--- src/hdl/atf_pkg.sv ---
// package for the address table flush, aging and event register bank
// assumes one 200 MHz clock, APB with 32-bit data, word-aligned registers
`default_nettype none
package atf_pkg;
  // register indices, byte address is four times the index
  localparam logic [11:0] ATF_IDX_FLUSH_TRIG  = 12'h311;
  localparam logic [11:0] ATF_IDX_SCOPE_PRIO  = 12'h312;
  localparam logic [11:0] ATF_IDX_AGE_PERIOD  = 12'h313;
  localparam logic [11:0] ATF_IDX_EVT_STATUS  = 12'h314;
  localparam logic [11:0] ATF_IDX_EVT_MASK    = 12'h315;
  localparam logic [11:0] ATF_IDX_WR_INDEX    = 12'h316;
  localparam logic [11:0] ATF_IDX_LEARN_INDEX = 12'h318;
  localparam int          ATF_ADDR_W          = 14;
  // field positions
  localparam int ATF_TRIG_WHOLE  = 0;
  localparam int ATF_TRIG_MSTP   = 1;
  localparam int ATF_SCOPE_LSB   = 2;
  localparam int ATF_PSRC_LSB    = 0;
  localparam int ATF_EVT_WR_FAIL = 0;
  localparam int ATF_EVT_ALMOST  = 1;
  localparam int ATF_EVT_LEARN   = 2;
  localparam int ATF_EVT_N       = 3;
  // reset values
  localparam logic [7:0] ATF_RST_AGE   = 8'h4b;
  localparam logic [7:0] ATF_RST_CTRL2 = 8'h00;
  localparam logic [2:0] ATF_RST_MASK  = 3'h7;
  localparam logic [1:0] ATF_TRIG_RST  = 2'h0;
  // almost-full window of prior entries
  localparam logic [2:0] ATF_ALMOST_LO = 3'h2;
  localparam logic [2:0] ATF_ALMOST_HI = 3'h3;
  // timing: one age unit in seconds, clock in MHz
  localparam int ATF_AGE_UNIT_S   = 1;
  localparam int ATF_CLK_MHZ      = 200;
  localparam int ATF_SEC_CYCLES   = ATF_AGE_UNIT_S * ATF_CLK_MHZ * 1000000;
  // flush scope and priority source encodings
  typedef enum logic [1:0] {
    ATF_SCOPE_NONE = 2'h0, ATF_SCOPE_DYN = 2'h1,
    ATF_SCOPE_STAT = 2'h2, ATF_SCOPE_BOTH = 2'h3
  } atf_scope_t;
  typedef enum logic [1:0] {
    ATF_PSRC_DA = 2'h0, ATF_PSRC_SA = 2'h1,
    ATF_PSRC_MAX = 2'h2, ATF_PSRC_MIN = 2'h3
  } atf_psrc_t;
  // events reported by the lookup engine
  typedef struct packed {
    logic        learn_fail;
    logic [9:0]  learn_bucket;
    logic        st_wr_ok;
    logic [2:0]  st_wr_prior;
    logic [11:0] st_wr_entry;
    logic        st_wr_fail;
    logic [9:0]  st_fail_bucket;
  } atf_evt_t;
  // flush command towards the table
  typedef struct packed {
    logic active;
    logic dynamic;
    logic stat;
    logic mstp_only;
  } atf_flush_t;
endpackage
`default_nettype wire

--- src/hdl/atf_regs.sv ---
// register bank: flush scope, address priority source, aging tick, table events
// assumes events and lookup priorities arrive on mclk, rst synchronous
`timescale 1ns/1ps
`default_nettype none
module atf_regs
  import atf_pkg::*;
#(
  parameter int PRIO_W     = 2,
  parameter int SEC_CYCLES = ATF_SEC_CYCLES
) (
  input  wire logic              mclk,
  input  wire logic              rst,
  input  wire logic              psel,
  input  wire logic              penable,
  input  wire logic              pwrite,
  input  wire logic [31:0]       paddr,
  input  wire logic [31:0]       pwdata,
  output logic                   pready,
  output logic                   pslverr,
  output logic      [31:0]       prdata,
  input  wire atf_evt_t          evt,
  input  wire logic [PRIO_W-1:0] da_prio,
  input  wire logic [PRIO_W-1:0] sa_prio,
  output logic      [PRIO_W-1:0] address_based_priority,
  output atf_flush_t             flush_cmd,
  input  wire logic              flush_done,
  output logic      [7:0]        age_period,
  output logic                   age_tick,
  output logic                   lookup_engine_summary_interrupt,
  output logic                   irq
);

  // parameter checks at elaboration
  if (PRIO_W < 1 || PRIO_W > 8) begin : g_bad_prio
    $error("PRIO_W out of range");
  end
  if (SEC_CYCLES < 1) begin : g_bad_sec
    $error("SEC_CYCLES must be positive");
  end

  // register select from a byte address
  function automatic logic hit(input logic [31:0] a, input logic [11:0] idx);
    hit = (a[1:0] == 2'h0) && (a[31:2] == {18'h0, idx});
  endfunction

  logic [1:0]          trig_q;
  logic [7:0]          ctrl2_q;
  logic [7:0]          age_q;
  logic [ATF_EVT_N-1:0] sts_q;
  logic [ATF_EVT_N-1:0] sts_d;
  logic [ATF_EVT_N-1:0] mask_q;
  logic [15:0]         wr_idx_q;
  logic [15:0]         learn_idx_q;
  logic [31:0]         prdata_q;
  logic                pslverr_q;
  logic [31:0]         sec_cnt_q;
  logic [7:0]          age_cnt_q;
  logic                age_tick_q;
  logic [PRIO_W-1:0]   prio_q;
  logic                wr_en;
  logic                setup;
  logic                mapped;
  logic [ATF_EVT_N-1:0] evt_set;
  logic                almost_ev;
  atf_scope_t          scope;
  atf_psrc_t           psrc;

  assign setup  = psel && !penable;
  assign wr_en  = psel && penable && pwrite;
  assign mapped = hit(paddr, ATF_IDX_FLUSH_TRIG) || hit(paddr, ATF_IDX_SCOPE_PRIO)
               || hit(paddr, ATF_IDX_AGE_PERIOD) || hit(paddr, ATF_IDX_EVT_STATUS)
               || hit(paddr, ATF_IDX_EVT_MASK)   || hit(paddr, ATF_IDX_WR_INDEX)
               || hit(paddr, ATF_IDX_LEARN_INDEX);
  assign scope  = atf_scope_t'(ctrl2_q[ATF_SCOPE_LSB +: 2]);
  assign psrc   = atf_psrc_t'(ctrl2_q[ATF_PSRC_LSB +: 2]);

  // zero-wait slave
  assign pready  = 1'b1;
  assign prdata  = prdata_q;
  assign pslverr = pslverr_q;

  // read data captured in the setup cycle
  always_ff @(posedge mclk) begin
    if (rst) begin
      prdata_q  <= 32'h0;
      pslverr_q <= 1'b0;
    end else if (setup) begin
      pslverr_q <= !mapped;
      prdata_q  <= 32'h0;
      if (!pwrite) begin
        if (hit(paddr, ATF_IDX_FLUSH_TRIG))  prdata_q <= {30'h0, trig_q};
        if (hit(paddr, ATF_IDX_SCOPE_PRIO))  prdata_q <= {24'h0, ctrl2_q};
        if (hit(paddr, ATF_IDX_AGE_PERIOD))  prdata_q <= {24'h0, age_q};
        if (hit(paddr, ATF_IDX_EVT_STATUS))  prdata_q <= {29'h0, sts_q};
        if (hit(paddr, ATF_IDX_EVT_MASK))    prdata_q <= {29'h0, mask_q};
        if (hit(paddr, ATF_IDX_WR_INDEX))    prdata_q <= {16'h0, wr_idx_q};
        if (hit(paddr, ATF_IDX_LEARN_INDEX)) prdata_q <= {16'h0, learn_idx_q};
      end
    end
  end

  // flush scope and priority source
  always_ff @(posedge mclk) begin
    if (rst) begin
      ctrl2_q <= ATF_RST_CTRL2;
    end else if (wr_en && hit(paddr, ATF_IDX_SCOPE_PRIO)) begin
      ctrl2_q <= pwdata[7:0];
    end else if (flush_done && (trig_q != ATF_TRIG_RST)) begin
      ctrl2_q[ATF_SCOPE_LSB +: 2] <= ATF_SCOPE_NONE;
    end
  end

  // flush triggers, self-clearing at the end of the flush
  always_ff @(posedge mclk) begin
    if (rst) begin
      trig_q <= ATF_TRIG_RST;
    end else if (wr_en && hit(paddr, ATF_IDX_FLUSH_TRIG)) begin
      trig_q <= trig_q | pwdata[1:0];
    end else if (flush_done) begin
      trig_q <= ATF_TRIG_RST;
    end
  end

  // flush command, scope applied to both triggers
  always_comb begin
    flush_cmd.active    = |trig_q;
    flush_cmd.dynamic   = (|trig_q) && (scope == ATF_SCOPE_DYN || scope == ATF_SCOPE_BOTH);
    flush_cmd.stat      = (|trig_q) && (scope == ATF_SCOPE_STAT || scope == ATF_SCOPE_BOTH);
    flush_cmd.mstp_only = trig_q[ATF_TRIG_MSTP] && !trig_q[ATF_TRIG_WHOLE];
  end

  // address based priority
  always_ff @(posedge mclk) begin
    if (rst) begin
      prio_q <= '0;
    end else begin
      case (psrc)
        ATF_PSRC_DA:  prio_q <= da_prio;
        ATF_PSRC_SA:  prio_q <= sa_prio;
        ATF_PSRC_MAX: prio_q <= (da_prio > sa_prio) ? da_prio : sa_prio;
        ATF_PSRC_MIN: prio_q <= (da_prio < sa_prio) ? da_prio : sa_prio;
        default:      prio_q <= da_prio;
      endcase
    end
  end
  assign address_based_priority = prio_q;

  // age period
  always_ff @(posedge mclk) begin
    if (rst) begin
      age_q <= ATF_RST_AGE;
    end else if (wr_en && hit(paddr, ATF_IDX_AGE_PERIOD)) begin
      age_q <= pwdata[7:0];
    end
  end
  assign age_period = age_q;

  // one tick per age period; the table steps each entry's age count on it
  always_ff @(posedge mclk) begin
    if (rst) begin
      sec_cnt_q  <= 32'h0;
      age_cnt_q  <= 8'h0;
      age_tick_q <= 1'b0;
    end else begin
      age_tick_q <= 1'b0;
      if (sec_cnt_q == 32'(SEC_CYCLES - 1)) begin
        sec_cnt_q <= 32'h0;
        if (age_q != 8'h0 && age_cnt_q >= age_q - 8'h1) begin
          age_cnt_q  <= 8'h0;
          age_tick_q <= 1'b1;
        end else begin
          age_cnt_q <= age_cnt_q + 8'h1;
        end
      end else begin
        sec_cnt_q <= sec_cnt_q + 32'h1;
      end
    end
  end
  assign age_tick = age_tick_q;

  // cycles between ticks; an age period write spoils the next gap
  logic [39:0] tick_gap_q;
  logic        gap_clean_q;
  logic [39:0] age_span;
  assign age_span = 40'(age_q) * 40'(SEC_CYCLES);

  always_ff @(posedge mclk) begin
    if (rst) begin
      tick_gap_q <= 40'h0;
    end else if (age_tick_q) begin
      tick_gap_q <= 40'h1;
    end else begin
      tick_gap_q <= tick_gap_q + 40'h1;
    end
  end

  always_ff @(posedge mclk) begin
    if (rst) begin
      gap_clean_q <= 1'b1;
    end else if (wr_en && hit(paddr, ATF_IDX_AGE_PERIOD)) begin
      gap_clean_q <= 1'b0;
    end else if (age_tick_q) begin
      gap_clean_q <= 1'b1;
    end
  end

  // event detection
  assign almost_ev = evt.st_wr_ok && (evt.st_wr_prior == ATF_ALMOST_LO
                                   || evt.st_wr_prior == ATF_ALMOST_HI);
  always_comb begin
    evt_set = '0;
    evt_set[ATF_EVT_LEARN]   = evt.learn_fail;
    evt_set[ATF_EVT_ALMOST]  = almost_ev;
    evt_set[ATF_EVT_WR_FAIL] = evt.st_wr_fail;
  end

  // sticky status, set beats write-one clear
  always_comb begin
    sts_d = sts_q;
    if (wr_en && hit(paddr, ATF_IDX_EVT_STATUS)) begin
      sts_d = sts_q & ~pwdata[ATF_EVT_N-1:0];
    end
    sts_d = sts_d | evt_set;
  end

  always_ff @(posedge mclk) begin
    if (rst) begin
      sts_q <= '0;
    end else begin
      sts_q <= sts_d;
    end
  end

  // masks
  always_ff @(posedge mclk) begin
    if (rst) begin
      mask_q <= ATF_RST_MASK;
    end else if (wr_en && hit(paddr, ATF_IDX_EVT_MASK)) begin
      mask_q <= pwdata[ATF_EVT_N-1:0];
    end
  end

  assign lookup_engine_summary_interrupt = |sts_q;
  assign irq = |(sts_q & ~mask_q);

  // index capture
  always_ff @(posedge mclk) begin
    if (rst) begin
      wr_idx_q <= 16'h0;
    end else if (evt.st_wr_fail) begin
      wr_idx_q <= {6'h0, evt.st_fail_bucket};
    end else if (almost_ev) begin
      wr_idx_q <= {4'h0, evt.st_wr_entry};
    end
  end

  always_ff @(posedge mclk) begin
    if (rst) begin
      learn_idx_q <= 16'h0;
    end else if (evt.learn_fail) begin
      learn_idx_q <= {6'h0, evt.learn_bucket};
    end
  end

  // checks
  a_learn_sets: assert property (@(posedge mclk) disable iff (rst)
    evt.learn_fail |=> sts_q[ATF_EVT_LEARN] && learn_idx_q[9:0] == $past(evt.learn_bucket))
    else $error("learn fail not recorded");
  a_almost_sets: assert property (@(posedge mclk) disable iff (rst)
    (evt.st_wr_ok && evt.st_wr_prior == 3'h3 && !evt.st_wr_fail)
      |=> sts_q[ATF_EVT_ALMOST] && wr_idx_q == {4'h0, $past(evt.st_wr_entry)})
    else $error("almost full not recorded");
  a_almost_quiet: assert property (@(posedge mclk) disable iff (rst)
    (!sts_q[ATF_EVT_ALMOST] && evt.st_wr_ok && evt.st_wr_prior > 3'h3)
      |=> !sts_q[ATF_EVT_ALMOST])
    else $error("almost full set on wrong count");
  a_wrfail_sets: assert property (@(posedge mclk) disable iff (rst)
    evt.st_wr_fail |=> sts_q[ATF_EVT_WR_FAIL] && wr_idx_q[15:10] == 6'h0)
    else $error("write fail not recorded");
  a_set_beats_clr: assert property (@(posedge mclk) disable iff (rst)
    (wr_en && hit(paddr, ATF_IDX_EVT_STATUS) && pwdata[0] && evt.st_wr_fail)
      |=> sts_q[0])
    else $error("clear won over event");
  a_sticky_hold: assert property (@(posedge mclk) disable iff (rst)
    (sts_q[1] && !(wr_en && hit(paddr, ATF_IDX_EVT_STATUS))) |=> sts_q[1])
    else $error("status dropped without clear");
  a_irq_mask: assert property (@(posedge mclk) disable iff (rst)
    irq == ((sts_q[2] && !mask_q[2]) || (sts_q[1] && !mask_q[1]) || (sts_q[0] && !mask_q[0])))
    else $error("interrupt disagrees with mask");
  a_summary_or: assert property (@(posedge mclk) disable iff (rst)
    lookup_engine_summary_interrupt == (sts_q != 3'h0))
    else $error("summary is not the or");
  a_prio_max: assert property (@(posedge mclk) disable iff (rst)
    (psrc == ATF_PSRC_MAX) |=> prio_q >= $past(da_prio) && prio_q >= $past(sa_prio))
    else $error("max priority wrong");
  a_prio_src: assert property (@(posedge mclk) disable iff (rst)
    (psrc == ATF_PSRC_SA) |=> prio_q == $past(sa_prio))
    else $error("source priority wrong");
  a_flush_scope: assert property (@(posedge mclk) disable iff (rst)
    (flush_cmd.active && scope == ATF_SCOPE_DYN) |-> flush_cmd.dynamic && !flush_cmd.stat)
    else $error("dynamic scope wrong");
  a_trig_clear: assert property (@(posedge mclk) disable iff (rst)
    (flush_done && flush_cmd.active && !wr_en) |=> !flush_cmd.active && scope == ATF_SCOPE_NONE)
    else $error("flush did not end");
  a_trig_hold: assert property (@(posedge mclk) disable iff (rst)
    (flush_cmd.active && !flush_done) |=> flush_cmd.active)
    else $error("flush dropped early");
  a_age_reset: assert property (@(posedge mclk)
    rst |=> age_q == 8'h4b && mask_q == 3'h7)
    else $error("reset values wrong");
  a_rsvd_zero: assert property (@(posedge mclk) disable iff (rst)
    (setup && !pwrite && hit(paddr, ATF_IDX_EVT_MASK)) |=> prdata_q[31:3] == 29'h0)
    else $error("reserved bits not zero");
  a_rsvd_status: assert property (@(posedge mclk) disable iff (rst)
    (setup && !pwrite && hit(paddr, ATF_IDX_EVT_STATUS)) |=> prdata_q[31:3] == 29'h0)
    else $error("status reserved bits not zero");
  a_wrfail_index: assert property (@(posedge mclk) disable iff (rst)
    evt.st_wr_fail |=> wr_idx_q == {6'h0, $past(evt.st_fail_bucket)})
    else $error("fail bucket not recorded");
  a_almost_low: assert property (@(posedge mclk) disable iff (rst)
    (evt.st_wr_ok && evt.st_wr_prior == ATF_ALMOST_LO && !evt.st_wr_fail)
      |=> sts_q[ATF_EVT_ALMOST] && wr_idx_q == {4'h0, $past(evt.st_wr_entry)})
    else $error("almost full at two not recorded");
  a_prio_min: assert property (@(posedge mclk) disable iff (rst)
    (psrc == ATF_PSRC_MIN) |=> prio_q <= $past(da_prio) && prio_q <= $past(sa_prio))
    else $error("min priority wrong");
  a_prio_dst: assert property (@(posedge mclk) disable iff (rst)
    (psrc == ATF_PSRC_DA) |=> prio_q == $past(da_prio))
    else $error("destination priority wrong");
  a_flush_static: assert property (@(posedge mclk) disable iff (rst)
    (flush_cmd.active && scope == ATF_SCOPE_STAT) |-> !flush_cmd.dynamic && flush_cmd.stat)
    else $error("static scope wrong");
  a_flush_both: assert property (@(posedge mclk) disable iff (rst)
    (flush_cmd.active && scope == ATF_SCOPE_BOTH) |-> flush_cmd.dynamic && flush_cmd.stat)
    else $error("both scope wrong");
  a_flush_none: assert property (@(posedge mclk) disable iff (rst)
    (scope == ATF_SCOPE_NONE) |-> !flush_cmd.dynamic && !flush_cmd.stat)
    else $error("idle scope flushes");
  a_sticky_learn: assert property (@(posedge mclk) disable iff (rst)
    (sts_q[2] && !(wr_en && hit(paddr, ATF_IDX_EVT_STATUS))) |=> sts_q[2])
    else $error("learn status dropped without clear");
  a_sticky_fail: assert property (@(posedge mclk) disable iff (rst)
    (sts_q[0] && !(wr_en && hit(paddr, ATF_IDX_EVT_STATUS))) |=> sts_q[0])
    else $error("fail status dropped without clear");
  a_trig_set: assert property (@(posedge mclk) disable iff (rst)
    (wr_en && hit(paddr, ATF_IDX_FLUSH_TRIG) && |pwdata[1:0]) |=> flush_cmd.active)
    else $error("trigger write did not start flush");
  a_age_gap: assert property (@(posedge mclk) disable iff (rst)
    (age_tick && gap_clean_q) |-> tick_gap_q == age_span)
    else $error("age tick spacing wrong");
  a_age_nonzero: assert property (@(posedge mclk) disable iff (rst)
    age_tick |-> $past(age_q) != 8'h0)
    else $error("tick with zero age period");

  c_irq_fires: cover property (@(posedge mclk) disable iff (rst) $rose(irq));
  c_flush_done: cover property (@(posedge mclk) disable iff (rst) flush_cmd.active ##1 flush_done);
  c_age_tick: cover property (@(posedge mclk) disable iff (rst) age_tick);
  c_scope_none: cover property (@(posedge mclk) disable iff (rst)
    flush_cmd.active && scope == ATF_SCOPE_NONE);
  c_set_clr: cover property (@(posedge mclk) disable iff (rst)
    wr_en && hit(paddr, ATF_IDX_EVT_STATUS) && |evt_set);

endmodule // atf_regs
`default_nettype wire

--- config.mk ---
export PLATFORM = sky130hd
export DESIGN_NAME = atf_regs
export DESIGN_NICKNAME = d
export VERILOG_FILES = /design/src/hdl/atf_pkg.sv /design/src/hdl/atf_regs.sv
export SDC_FILE = /design/constraint.sdc
export NUM_CORES = 1
export LEC_CHECK = 0
export ABC_AREA = 1
export BUFFER_PORTS_ARGS = -buffer_cell sky130_fd_sc_hd__buf_2
export CORE_MARGIN = 8
export CORE_UTILIZATION = 38
export CTS_CLUSTER_DIAMETER = 40
export DETAILED_ROUTE_END_ITERATION = 12
export PLACE_DENSITY_LB_ADDON = 0.1
export SYNTH_ARGS = -nofsm -noshare
export SYNTH_HDL_FRONTEND = slang
export SYNTH_SLANG_ARGS = --single-unit
export TNS_END_PERCENT = 10
--- constraint.sdc ---
create_clock -name mclk -period 2.65 [get_ports mclk]
set_input_delay 0.1325 -clock mclk [delete_from_list [all_inputs] [get_ports mclk]]
set_output_delay 0.1325 -clock mclk [all_outputs]
set_load 0.01 [all_outputs]
Yosys cells after proc, flatten, opt, wreduce, memory -nomap -nowiden
Cells that the tools add are included.
- $add $sub $neg: 3
- $lt $le $gt $ge: 3
- eq/ne operators: 16
- multiplexer cells: 20
- bitwise logic cells: 7
- reduce and logical (&&, ||, !) cells: 46
- operators with widths (operator ; count):
    $mux W32 ; 7
    $eq A30 B10 Y1 const B ; 7
    $add A32 B1 Y32 const B ; 1
    $eq A32 B28 Y1 const B ; 1
    $logic_and A1 B1 Y1 ; 21
    $mux W10 ; 2
    $mux W2 ; 7
    $logic_or A1 B1 Y1 ; 9
    $add A8 B1 Y8 const B ; 1
    $eq A2 B2 Y1 const B ; 4
    $ge A8 B8 Y1 ; 1
    $mux W8 ; 1
    $pmux W2 S4 ; 1
    $reduce_bool A2 Y1 ; 4
    $reduce_bool A8 Y1 ; 1
    $reduce_or A2 Y1 ; 4
    $sub A8 B1 Y8 const B ; 1
    $and A3 B3 Y3 ; 2
    $eq A3 B2 Y1 const B ; 2
    $not A3 Y3 ; 2
    $reduce_or A3 Y1 ; 2
    $eq A2 B1 Y1 const B ; 2
    $logic_not A2 Y1 ; 2
    $logic_not A1 Y1 ; 3
    7 further kinds ; 7
- register bits after elaboration: 122
- word-level logic and storage cells: 110

Logic depth before layout (Yosys ltp)
Gate-level depths: netlist of run 1.
- depth after elaboration: 10
- mapped depth: 16

Least setup slack after synthesis of run 1
Ideal clock, no wire load.
- path kind: flip-flop to flip-flop
- start: register age_q[0] (netlist: age_period[0])
- end: register age_cnt_q[5]
- library setup time: 0.131 ns
- data arrival time: 2.260 ns
- required time: 2.519 ns
- path slack: 0.258 ns
- cell stages (with the launch flop): 17
- path buffers: 0
- clock period less this slack: 2.392 ns
- cells stage by stage: dfxtp_1 -> inv_1 -> ha_1 -> nand3_1 -> nor2_1 -> nand2_1 -> or2_2 -> nand2_1 -> inv_1 -> ha_1 -> nand2_1 -> nor2_1 -> nand4_1 -> o2111ai_1 -> o21ai_2 -> nor2_1 -> nor3_1
- word-level cells in the longest chain between the ends: 4
- elaborated cells on any way between the ends: 5
- RTL lines (item ; line ; RTL):
    start, declared ; atf_regs.sv:48 ; logic [7:0] age_q;
    start signal, assigned ; atf_regs.sv:153 ; age_q <= pwdata[7:0];
    $sub A8 B1 Y8 ; atf_regs.sv:168 ; if (age_q != 8'h0 && age_cnt_q >= age_q - 8'h1) begin
    $ge A8 B8 Y1 ; atf_regs.sv:168 ;
    $logic_and A1 B1 Y1 (*) ; atf_regs.sv:168 ;
    $mux W8 (*) ; atf_regs.sv:168 ;
    end signal, assigned ; atf_regs.sv:172 ; age_cnt_q <= age_cnt_q + 8'h1;
    end, declared ; atf_regs.sv:57 ; logic [7:0] age_cnt_q;
Mark *: on every way between the ends. The rest lies on a longest branch, timed or not.
A chain may end at the register's enable or synchronous reset.

Worst setup path in the final report of run 1
- start: register age_q[0] (netlist: age_period[0])
- end: register age_cnt_q[7]
Same word-level chain as after synthesis.

==> impl_summary.log, run 1 <==
INFO  metric run_status = finished clean
INFO  metric die_width = about 140 um
INFO  metric post_synth_mux_area_share = 0
INFO  metric crit_buf_inv = 3
INFO  metric synth-compound-area-share = 0.125
INFO  metric final_core_utilization = 0.452
INFO  metric finalCritPeriodShare = 0.912
INFO  metric synth_commonest_cells = sky130_fd_sc_hd__nand2_1, sky130_fd_sc_hd__inv_1, sky130_fd_sc_hd__dfxtp_1
INFO  metric grt_overflow = 0
INFO  metric maxSlewViolCount = 0
INFO  metric slew-limit-headroom = 0.658
INFO  metric port_buffer_count = 116
INFO  metric timing.critical_path.fanout_max = 4
INFO  metric nets = 1108
INFO  metric reg2reg_slack = between 0.2 and 0.25 ns
INFO  metric rsz0062_at_grt = no
INFO  metric antenna_left = 0
INFO  metric synthesis.instances = approximately 870
INFO  metric placement.cell_area = approximately 0.0067 mm2
INFO  metric crit_type = flop to flop
INFO  metric drc = 0
INFO  metric clk_path_buf_depth = 2
INFO  metric synth_area_leaders = sky130_fd_sc_hd__dfxtp_1, sky130_fd_sc_hd__nand2_1, sky130_fd_sc_hd__inv_1, sky130_fd_sc_hd__nor2_1, sky130_fd_sc_hd__nand3_1
INFO  metric clock_latency = roughly 0.35 ns
INFO  metric cp_slowest_cell = sky130_fd_sc_hd__dfxtp_2
INFO  metric timing.rr.start = age_period[0]
INFO  metric hold_path_end = learn_idx_q[9]
INFO  metric post_route_cells_drive_above_1_share = 0.195
INFO  metric num_io_pins = around 160
INFO  metric max_freq = around 410 MHz
INFO  metric power.internal = ~2.5 mW
INFO  metric tns = 0 ns
INFO  metric vdd.ir_drop.worst = approximately 300 uV
INFO  metric routability_congestion_estimate = a little under 0.9
INFO  metric syn-mean-instance-area = between 6 and 7 um2
INFO  metric main_combinational_cell_family_by_area_after_synthesis = simple AND/OR/NAND/NOR gates
INFO  metric top_cell_family_by_delay_on_the_critical_path = simple AND/OR/NAND/NOR gates
INFO  metric grt_antenna_before_repair = 0
INFO  metric htree_num_levels = 3
INFO  metric cts.sinks = between 100 and 150
INFO  metric yosys.area.top_type = sky130_fd_sc_hd__dfxtp_1
INFO  metric wire_length_of_the_first_global_routing_pass = between 20000 and 30000 um
INFO  metric report.final.hold_viol_count = 0
INFO  metric synth_async_sr_flop_share = 0
INFO  metric yosysMostFrequentCell = sky130_fd_sc_hd__nand2_1
INFO  metric cp_cell_sequence = inv_1, ha_2, nand3_1, nor2_1, nand2_1, or2_2, nand2_1, inv_1, ha_1, nand2_1, nor2_2, nand4_1, o2111ai_1, o21ai_2, buf_4, nand4_1, a21oi_1
INFO  metric die-height = around 140 um
INFO  metric dp.final_hpwl = 14000 um
INFO  metric dr.first_iter.drc_count = 336
INFO  metric cts-buffers-inserted = 9
INFO  metric wire_length_per_cell_after_detailed_routing = roughly 15 um
INFO  metric avgViaCountPerCell = about 4.8
INFO  metric routed-via-count = ~5800
INFO  metric die_outline_area = 0.0200 mm2
INFO  metric vias_in_the_first_global_route = around 5600
INFO  metric tightestPinTransition = around 0.5 ns
INFO  metric design_area = between 0.007 and 0.008 mm2
INFO  metric finClkSkew = approximately 0.007 ns
INFO  metric min_from = evt[36]
INFO  metric r2r.worst_path.cells = 17
INFO  metric crit_top_cell = sky130_fd_sc_hd__nand2_1
INFO  metric final_period_minus_worst_setup_slack = ~2.4 ns
INFO  metric synth.yosys.seq_area_share = 0.342
INFO  metric netlist-cell-type-count = roughly 50
INFO  metric cp_slowest_stage_delay = approximately 0.34 ns
INFO  metric start_kind = flop
INFO  metric start_util = 0.383
INFO  metric grt_max_degree = 44
INFO  metric final.hold.worst_slack = approximately 0.0073 ns
INFO  metric synth-simple-area-share = 0.368
INFO  metric synth.ff_latch_count = just over 100
INFO  metric netSwitchingFraction = 0.237
INFO  metric most_used_flip_flop_cell_after_synthesis = sky130_fd_sc_hd__dfxtp_1
INFO  metric synth_enable_flop_cells = 0
INFO  metric critPathCaptureType = flop
INFO  metric crit_required = about 2.9 ns
INFO  metric post_synth_adder_cell_area = 0.0314
INFO  metric synth-warning-count = 0
INFO  metric arrival = 2.64 ns
INFO  metric detailedRoute.firstPassIterationCount = 6
INFO  metric synth_largest_type_area_fraction = 0.342
INFO  metric design_power_total = 3.29 mW
INFO  metric worst_r2r_endpoint = age_cnt_q[7]
INFO  metric power.static_leakage = ~3.1 nW
INFO  metric syn_area = 0.00597 mm2
INFO  metric tritoncts = built
INFO  metric worstHoldPathType = primary input to flop
INFO  metric area_growth = 18.1%
INFO  metric placeableCoreArea = about 0.016 mm2
INFO  metric diodes = 0
INFO  metric switching_power = 0.780 mW
INFO  metric tot_gr_track_use = 0.179
INFO  metric core.rowCount = 46
INFO  metric drt-total-wl = 17700 um
INFO  metric seqPwrFrac = 0.481
INFO  metric timing.hold.worst_path_depth = 3
INFO  metric powerDensity = approximately 470 mW/mm2
INFO  metric root_buffer = sky130_fd_sc_hd__clkbuf_16
INFO  metric setup_viol = 0
INFO  metric power_frac_clock = 0.443
INFO  metric post_synthesis_share_of_cell_area_spent_on_xor_and_xnor_gates = 0.0191
INFO  metric max_cap_violations = 0
INFO  metric clkSlewWorstSetupHoldPaths = roughly 0.07 ns
INFO  metric power.combinational.fraction = 0.076
-- metrics by stage --
step | instances | setup WS (ns)
after floorplan | 888 | 0.258
after global placement | 1185 | 0.146
after detailed placement | 1185 | 0.0846
after CTS | 1202 | 0.0635
after global routing | 1202 | 0.00917
final | 1202 | 0.234
-- kinds of logic (layout without fill, tap and decap cells) --
logic type,count (synthesis),in the layout
AND/OR/NAND/NOR,449,449
buffers and inverters,154,252
AO/OA/AOI/OAI,134,134
flip-flops,102,102
adder cells (fa/ha/maj),15,15
XOR/XNOR,13,13
other,2,21
-- registers in the layout (all words and copies together), names as in the netlist --
name,cells
learn_idx_q,10
ctrl2_q,8
prdata,12
sec_cnt_q,32
age_cnt_q,8
trig_q,2
pslverr,1
sts_q,3
age_period,8
age_tick,1
mask_q,3
wr_idx_q,12
address_based_priority,2
-- power by group through the flow --
stage               combinational [mW]  clock [mW]  sequential, mW
floorplan                        0.158           0            1.61
global placement                 0.249           0            1.62
detailed placement               0.249           0            1.62
CTS                              0.251        1.50            1.58
global route                     0.283        1.57            1.59
finish                           0.250        1.46            1.58
-- timing repair --
action,CTS,global route
endpoints found under the hold margin,1,0
endpoints found under the setup margin,0,9
buffers inserted,0,0
hold buffers,1,0
gates resized for setup,0,4
-- worst register-to-register path: cells and delay by family, from the launching register on --
family,cells,cell delay (ns)
flops,1,0.34
fa+ha+maj,2,0.44
simple gates,9,0.95
buf+inv,3,0.28
compound gates,3,0.28
-- layout make-up --
type | count | area (um2)
fillers | 1663 | 8540
flip-flops and latches | 102 | 2040
clock inverters | 6 | 83.8
clock buffers | 10 | 239
well taps | 216 | 270
repair buffers | 125 | 663
multi-input cells | 632 | 3340
inverters | 111 | 419
-- placed cells by master (no fill, tap or decap), types with 3 or more instances in the layout --
master                      Yosys  routed
sky130_fd_sc_hd__nand2_1      176     176
sky130_fd_sc_hd__buf_2          7     116
sky130_fd_sc_hd__inv_1        103     103
sky130_fd_sc_hd__dfxtp_1      102     101
sky130_fd_sc_hd__nor2_1       100      98
sky130_fd_sc_hd__nand3_1       66      66
sky130_fd_sc_hd__o21ai_0       51      51
sky130_fd_sc_hd__a21oi_1       50      50
sky130_fd_sc_hd__nand4_1       26      26
sky130_fd_sc_hd__nor3_1        21      21
sky130_fd_sc_hd__conb_1         2      21
sky130_fd_sc_hd__ha_1          15      14
sky130_fd_sc_hd__xor2_1        11      11
sky130_fd_sc_hd__o211ai_1      10      10
sky130_fd_sc_hd__nor4_1        10      10
sky130_fd_sc_hd__a31oi_1       10      10
sky130_fd_sc_hd__clkbuf_16      0       9
sky130_fd_sc_hd__or2_2          7       7
sky130_fd_sc_hd__nor2_4         7       7
sky130_fd_sc_hd__nor2_2         5       7
sky130_fd_sc_hd__buf_4         22       7
sky130_fd_sc_hd__inv_2          5       5
sky130_fd_sc_hd__nor3b_1        4       4
sky130_fd_sc_hd__nor3b_2        3       3
sky130_fd_sc_hd__nand2_4        3       3
sky130_fd_sc_hd__nand3_2        3       3
sky130_fd_sc_hd__o2111ai_1      3       3
sky130_fd_sc_hd__clkinv_2       0       3
-- how the worst max path moves through the flow --
stage / startpoint / cells after the start / slack, ns / end
floorplan: age_period[0] / 16 / 0.26 / age_cnt_q[5]
global placement: age_period[0] / 16 / 0.15 / age_cnt_q[5]
detailed placement: age_period[0] / 16 / 0.08 / age_cnt_q[2]
CTS: age_period[0] / 16 / 0.06 / age_cnt_q[5]
global route: age_period[0] / 16 / 0.009 / age_cnt_q[6]
finish: age_period[0] / 17 / 0.23 / age_cnt_q[7]
-- layer usage --
| layer | share of wire | GRT usage | up-vias |
|---|---|---|---|
| met5 | 0 | 0 | - |
| met4 | 0.019 | 0.0554 | 0 |
| met3 | 0.062 | 0.0511 | 21 |
| met2 | 0.43 | 0.269 | 160 |
| met1 | 0.49 | 0.242 | 2585 |
| li1 | - | - | 3054 |
Power figures use the tool's default switching activity.
==> run 2, diff against run 1 <==
- CAP_MARGIN: unset -> 10
- CORE_ASPECT_RATIO: unset -> 1.5
==> impl_summary.log, run 2 (same netlist as run 1, synthesis figures left out) <==
INFO  metric worstHoldPathType = primary input to flop
INFO  metric tightestPinTransition = 0.630 ns (+0.118 ns)
INFO  metric run_status = finished clean
INFO  metric final_cell_mix = sky130_fd_sc_hd__nand2_1, sky130_fd_sc_hd__buf_2, sky130_fd_sc_hd__dfxtp_1
INFO  metric clk_path_buf_depth = 2 (unchanged)
INFO  metric antenna_left = 0 (unchanged)
INFO  metric max_freq = 429 MHz (+3.6%)
INFO  metric powerDensity = 443 mW/mm2 (-5.0%)
INFO  metric wire_length_of_the_first_global_routing_pass = 29300 um (+2.2%)
INFO  metric wire_length_per_cell_after_detailed_routing = 14.6 um (-0.92%)
INFO  metric tns = 0 ns (unchanged)
INFO  metric port_buffer_count = 116 (unchanged)
INFO  metric crit_required = 2.95 ns (+0.07 ns)
INFO  metric maxSlewViolCount = 0 (unchanged)
INFO  metric final-instance-count-excl-fill = 1200 (-0.17%)
INFO  metric power.static_leakage = 3.15 nW (+0.56%)
INFO  metric area_growth = 19.7%
INFO  metric core.rowCount = 56 (+22%)
INFO  metric grt_antenna_before_repair = 1 (+1)
INFO  metric finClkSkew = 0.00866 ns (+0.00148 ns)
INFO  metric cts-buffers-inserted = 9 (unchanged)
INFO  metric critPathCaptureType = flop
INFO  metric die_width = 118 um (-16%)
INFO  metric grt_max_degree = 44 (unchanged)
INFO  metric tritoncts = built
INFO  metric max_cap_violations = 0 (unchanged)
INFO  metric slew-limit-headroom = 0.576 (-0.0815)
INFO  metric vias_in_the_first_global_route = 6116 (+8.6%)
INFO  metric crit_buf_inv = 3 (unchanged)
INFO  metric largest_reg_flops = 32 (unchanged)
INFO  metric report.final.hold_viol_count = 0 (unchanged)
INFO  metric routed-via-count = 5871 (+0.88%)
INFO  metric final_period_minus_worst_setup_slack = 2.33 ns (-0.0842 ns)
INFO  metric dp.final_hpwl = 14200 um (+1.5%)
INFO  metric clock_latency = 0.36 ns (about the same)
INFO  metric nets = 1119 (+0.99%)
INFO  metric detailedRoute.firstPassIterationCount = 4 (-2)
INFO  metric cp_cell_sequence = inv_2, ha_4, nand3_4, nor2_2, nand2_1, or2_2, nand2_1, inv_1, ha_1, nand2_2, nor2_2, nand4_1, o2111ai_2, o21ai_2, buf_6, nand4_1, a21oi_1
INFO  metric tot_gr_track_use = 0.180 (+0.00132)
INFO  metric clkSlewWorstSetupHoldPaths = 0.08 ns (about the same)
INFO  metric drt-total-wl = 17600 um (-1.1%)
INFO  metric num_io_pins = 163 (unchanged)
INFO  metric grt_overflow = 0 (unchanged)
INFO  metric crit_type = flop to flop
INFO  metric largest_register = sec_cnt_q
INFO  metric num-fill-cells = 1638 (-1.5%)
INFO  metric root_buffer = sky130_fd_sc_hd__clkbuf_16
INFO  metric placeableCoreArea = 0.0155 mm2 (-0.72%)
INFO  metric cp_slowest_cell = sky130_fd_sc_hd__dfxtp_1
INFO  metric top_cell_family_by_delay_on_the_critical_path = simple AND/OR/NAND/NOR gates
INFO  metric finalCritPeriodShare = 0.880 (-0.0318)
INFO  metric start_util = 0.386 (+0.00278)
INFO  metric avgViaCountPerCell = 4.89 (+1.0%)
INFO  metric setup_viol = 0 (unchanged)
INFO  metric htree_num_levels = 3 (unchanged)
INFO  metric arrival = 2.63 ns (about the same)
INFO  metric cts.sinks = 102 (unchanged)
INFO  metric layout_commonest_cell = sky130_fd_sc_hd__nand2_1
INFO  metric die_outline_area = 0.0201 mm2 (+0.41%)
INFO  metric dr.first_iter.drc_count = 269 (-20%)
INFO  metric design_power_total = 3.17 mW (-3.7%)
INFO  metric post_route_cells_drive_above_1_share = 0.204 (+0.00888)
INFO  metric routability_congestion_estimate = 0.855 (-3.5%)
INFO  metric drc = 0 (unchanged)
INFO  metric timing.critical_path.fanout_max = 4 (unchanged)
INFO  metric vdd.ir_drop.worst = 228 uV (-24%)
INFO  metric placed_cells = 1177 (-0.68%)
INFO  metric die-height = 170 um (+20%)
INFO  metric diodes = 0 (unchanged)
INFO  metric cp_slowest_stage_delay = 0.32 ns (-0.02 ns)
INFO  metric start_kind = flop
## run 2: cell count changes in the layout (fill, tap and decap cells not counted), sizes merged
cell / delta
buf: +6
bufinv: -2
clkbuf: -1
clkinv: -2
clkinvlp: +4
dlygate4sd3: +5
inv: +1
## run 2: layout make-up
| class | count | area [um2] | share of cell area |
|---|---|---|---|
| flip-flops and latches | 102 | 2040 | 0.286 |
| clock inverters | 7 | 68.8 | 0.00963 |
| clock buffers | 9 | 225 | 0.0315 |
| well taps | 203 | 254 | 0.0355 |
| inverters | 111 | 419 | 0.0586 |
| repair buffers | 136 | 762 | 0.107 |
| multi-input cells | 632 | 3380 | 0.472 |
## run 2: stage by stage
stage          worst slack (ns)  hold slack, ns   util  cell area (um2)
3_5_place_dp              0.119           0.362  0.435             6740
3_3_place_gp              0.162           0.355  0.435             6740
5_1_grt                 -0.0146          0.0178  0.462             7150
4_1_cts                   0.113         0.00180  0.458             7090
6_report                  0.318         0.00460  0.462             7150
2_1_floorplan             0.258           0.267      -             6040
## run 2: worst reg2reg max path, stage by stage, from the launching register on
cell and delay [ns]:
sky130_fd_sc_hd__dfxtp_1 0.32, sky130_fd_sc_hd__inv_2 0.07, sky130_fd_sc_hd__ha_4 0.15, sky130_fd_sc_hd__nand3_4 0.08
sky130_fd_sc_hd__nor2_2 0.08, sky130_fd_sc_hd__nand2_1 0.06, sky130_fd_sc_hd__or2_2 0.29, sky130_fd_sc_hd__nand2_1 0.06
sky130_fd_sc_hd__inv_1 0.04, sky130_fd_sc_hd__ha_1 0.27, sky130_fd_sc_hd__nand2_2 0.09, sky130_fd_sc_hd__nor2_2 0.05
sky130_fd_sc_hd__nand4_1 0.09, sky130_fd_sc_hd__o2111ai_2 0.13, sky130_fd_sc_hd__o21ai_2 0.13, sky130_fd_sc_hd__buf_6 0.15
sky130_fd_sc_hd__nand4_1 0.07, sky130_fd_sc_hd__a21oi_1 0.15
## run 2: repair_timing
item                       4_1_cts  5_1_grt
buffers inserted                 0        1
hold buffers                     6        0
gates resized for setup          0       13
setup endpoints to repair        0        9
hold endpoints to repair         6        0
## run 2: path summary, 6_finish.rpt
kind,cells after the start,from,slack (ns),to
setup / recovery,17,age_period[0],0.32,age_cnt_q[7]
hold reg to reg,2,prdata[1],0.46,prdata[1]
hold / removal,3,evt[33],0.005,learn_idx_q[6]
setup reg to reg,17,age_period[0],0.32,age_cnt_q[7]
## run 2: power by group
group          internal (mW)  switching (mW)  total, mW
logic                  0.100           0.157      0.257
registers               1.56          0.0153       1.58
clock network          0.659           0.673       1.33
## run 2: routing by layer
metal,routed length [um],global-route usage,up-vias
met1,6700,0.176,2642
met5,13,0,-
met4,633,0.100,2
li1,-,-,3079
met2,9490,0.345,113
met3,714,0.0380,35
==> run 3, diff against run 2 <==
- CORE_MARGIN: 8 -> unset
- HOLD_SLACK_MARGIN: unset -> 0.02
==> impl_summary.log, run 3 (same netlist as run 1, synthesis figures left out) <==
INFO  metric routed-via-count = 5974 (+1.8%)
INFO  metric tns = 0 ns (unchanged)
INFO  metric rsz0062_at_grt = no
INFO  metric largest_register = sec_cnt_q
INFO  metric cp_slowest_cell = sky130_fd_sc_hd__dfxtp_1
INFO  metric grt_max_degree = 44 (unchanged)
INFO  metric placeableCoreArea = 0.0152 mm2 (-1.8%)
INFO  metric start_util = 0.393 (+0.00701)
INFO  metric report.final.hold_viol_count = 0 (unchanged)
INFO  metric setup_viol = 0 (unchanged)
INFO  metric diodes = 0 (unchanged)
INFO  metric clk_path_buf_depth = 2 (unchanged)
INFO  metric num_io_pins = 163 (unchanged)
INFO  metric final-instance-count-excl-fill = 1203 (+0.25%)
INFO  metric crit_type = flop to flop
INFO  metric num-fill-cells = 1624 (-0.85%)
INFO  metric final_core_utilization = 0.474 (+0.0123)
INFO  metric detailedRoute.firstPassIterationCount = 6 (+2)
INFO  metric run_status = finished clean
INFO  metric power.static_leakage = 3.21 nW (+1.9%)
INFO  metric die-height = 156 um (-8.3%)
INFO  metric final_period_minus_worst_setup_slack = 2.41 ns (+0.0767 ns)
INFO  metric finClkSkew = 0.0111 ns (+0.00240 ns)
INFO  metric start_kind = flop
INFO  metric postLayoutSetupSlackWorst = 0.242 ns (-0.0767 ns)
INFO  metric grt_overflow = 0 (unchanged)
INFO  metric max_cap_violations = 0 (unchanged)
INFO  metric dp.final_hpwl = 13600 um (-4.4%)
INFO  metric crit_required = 2.89 ns (-0.06 ns)
INFO  metric crit_buf_inv = 2 (-1)
INFO  metric finalCritPeriodShare = 0.909 (+0.0289)
INFO  metric placement.cell_area = 0.00671 mm2 (-0.41%)
INFO  metric cp_num_cells = 16 (-1)
INFO  metric antenna_left = 0 (unchanged)
INFO  metric placed_cells = 1170 (-0.59%)
INFO  metric largest_reg_flops = 32 (unchanged)
INFO  metric tot_gr_track_use = 0.217 (+0.0367)
INFO  metric drc = 0 (unchanged)
INFO  metric avgViaCountPerCell = 4.97 (+1.5%)
INFO  metric root_buffer = sky130_fd_sc_hd__clkbuf_16
INFO  metric vdd.ir_drop.worst = 330 uV (+45%)
INFO  metric powerDensity = 457 mW/mm2 (+3.1%)
INFO  metric area_growth = 20.7%
INFO  metric wire_length_per_cell_after_detailed_routing = 14.1 um (-3.8%)
INFO  metric final_cell_mix = sky130_fd_sc_hd__nand2_1, sky130_fd_sc_hd__buf_2, sky130_fd_sc_hd__inv_1
INFO  metric arrival = 2.65 ns (+0.02 ns)
INFO  metric die_outline_area = 0.0162 mm2 (-19%)
INFO  metric design_power_total = 3.29 mW (+4.0%)
INFO  metric placement.setup.worst_slack = 0.128 ns (+0.00892 ns)
INFO  metric slew-limit-headroom = 0.648 (+0.0724)
INFO  metric design_area = 0.00721 mm2 (+0.82%)
INFO  metric max_freq = 415 MHz (-3.2%)
INFO  metric nets = 1126 (+0.63%)
INFO  metric cp_cell_sequence = inv_1, ha_1, nand3_1, nor2_1, nand2_1, or2_2, nand2_1, inv_1, ha_1, nand2_1, nor2_1, nand4_1, o2111ai_1, o21ai_2, nor2_2, nor3_1
INFO  metric crit_top_cell = sky130_fd_sc_hd__nand2_1
INFO  metric worstHoldPathType = primary input to flop
INFO  metric tritoncts = built
INFO  metric top_cell_family_by_delay_on_the_critical_path = simple AND/OR/NAND/NOR gates
INFO  metric drt-total-wl = 16900 um (-3.5%)
INFO  metric final.hold.worst_slack = 0.0293 ns (+0.0247 ns)
INFO  metric grt_antenna_before_repair = 0 (-1)
INFO  metric timing.hold.worst_path_depth = 3 (unchanged)
INFO  metric routability_congestion_estimate = 0.856 (+0.15%)
INFO  metric vias_in_the_first_global_route = 5907 (-3.4%)
INFO  metric clock_latency = 0.37 ns (about the same)
INFO  metric critPathCaptureType = flop
INFO  metric tightestPinTransition = 0.523 ns (-0.108 ns)
INFO  metric r2r.worst_path.cells = 16 (-1)
INFO  metric post_route_cells_drive_above_1_share = 0.190 (-0.0134)
INFO  metric maxSlewViolCount = 0 (unchanged)
INFO  metric timing.critical_path.fanout_max = 5 (+1)
INFO  metric cts.sinks = 102 (unchanged)
INFO  metric clkSlewWorstSetupHoldPaths = 0.08 ns (about the same)
INFO  metric layout_commonest_cell = sky130_fd_sc_hd__nand2_1
INFO  metric port_buffer_count = 116 (unchanged)
INFO  metric core.rowCount = 55 (-1.8%)
INFO  metric htree_num_levels = 3 (unchanged)
INFO  metric die_width = 104 um (-12%)
INFO  metric wire_length_of_the_first_global_routing_pass = 27900 um (-4.8%)
INFO  metric cp_slowest_stage_delay = 0.34 ns (+0.02 ns)
INFO  metric dr.first_iter.drc_count = 194 (-28%)
INFO  metric cts-buffers-inserted = 9 (unchanged)
[run 3: worst min-delay path: stages]
cell,delay [ns]
sky130_fd_sc_hd__buf_2,0.09
sky130_fd_sc_hd__nand2_1,0.05
sky130_fd_sc_hd__a31oi_1,0.07
[run 3: power breakdown]
part / switching (mW) / total, mW / internal [mW]
logic: 0.157 / 0.268 / 0.110
clock network: 0.682 / 1.45 / 0.765
registers: 0.0157 / 1.58 / 1.56
[run 3: layout make-up]
cell class / instances / area (um2) / area share
inverters: 111 / 419 / 0.0582
multi-input cells: 632 / 3330 / 0.462
clock inverters: 7 / 100 / 0.0139
well taps: 199 / 249 / 0.0346
clock buffers: 9 / 225 / 0.0313
repair buffers: 143 / 838 / 0.116
flip-flops and latches: 102 / 2040 / 0.283
[run 3: timing repair]
action,in CTS,in global routing
setup buffers,0,0
setup endpoints to repair,0,5
resized for setup,0,1
hold buffers,17,0
endpoints found under the hold margin,17,0
[run 3: path summary, 6_finish.rpt]
check / end / from / slack, ns
hold / removal: wr_idx_q[3] / evt[14] / 0.03
setup / recovery: age_cnt_q[5] / age_period[1] / 0.24
setup reg to reg: age_cnt_q[5] / age_period[1] / 0.24
hold reg to reg: learn_idx_q[3] / learn_idx_q[3] / 0.46
[run 3: per-layer routing]
| metal | up-vias | track usage | routed length [um] | part of all wire |
|---|---|---|---|---|
| met2 | 161 | 0.418 | 9140 | 0.54 |
| met1 | 2671 | 0.210 | 6270 | 0.37 |
| met5 | - | 0 | 0 | 0 |
| met3 | 50 | 0.0418 | 667 | 0.039 |
| met4 | 0 | 0.135 | 864 | 0.051 |
| li1 | 3092 | - | - | - |
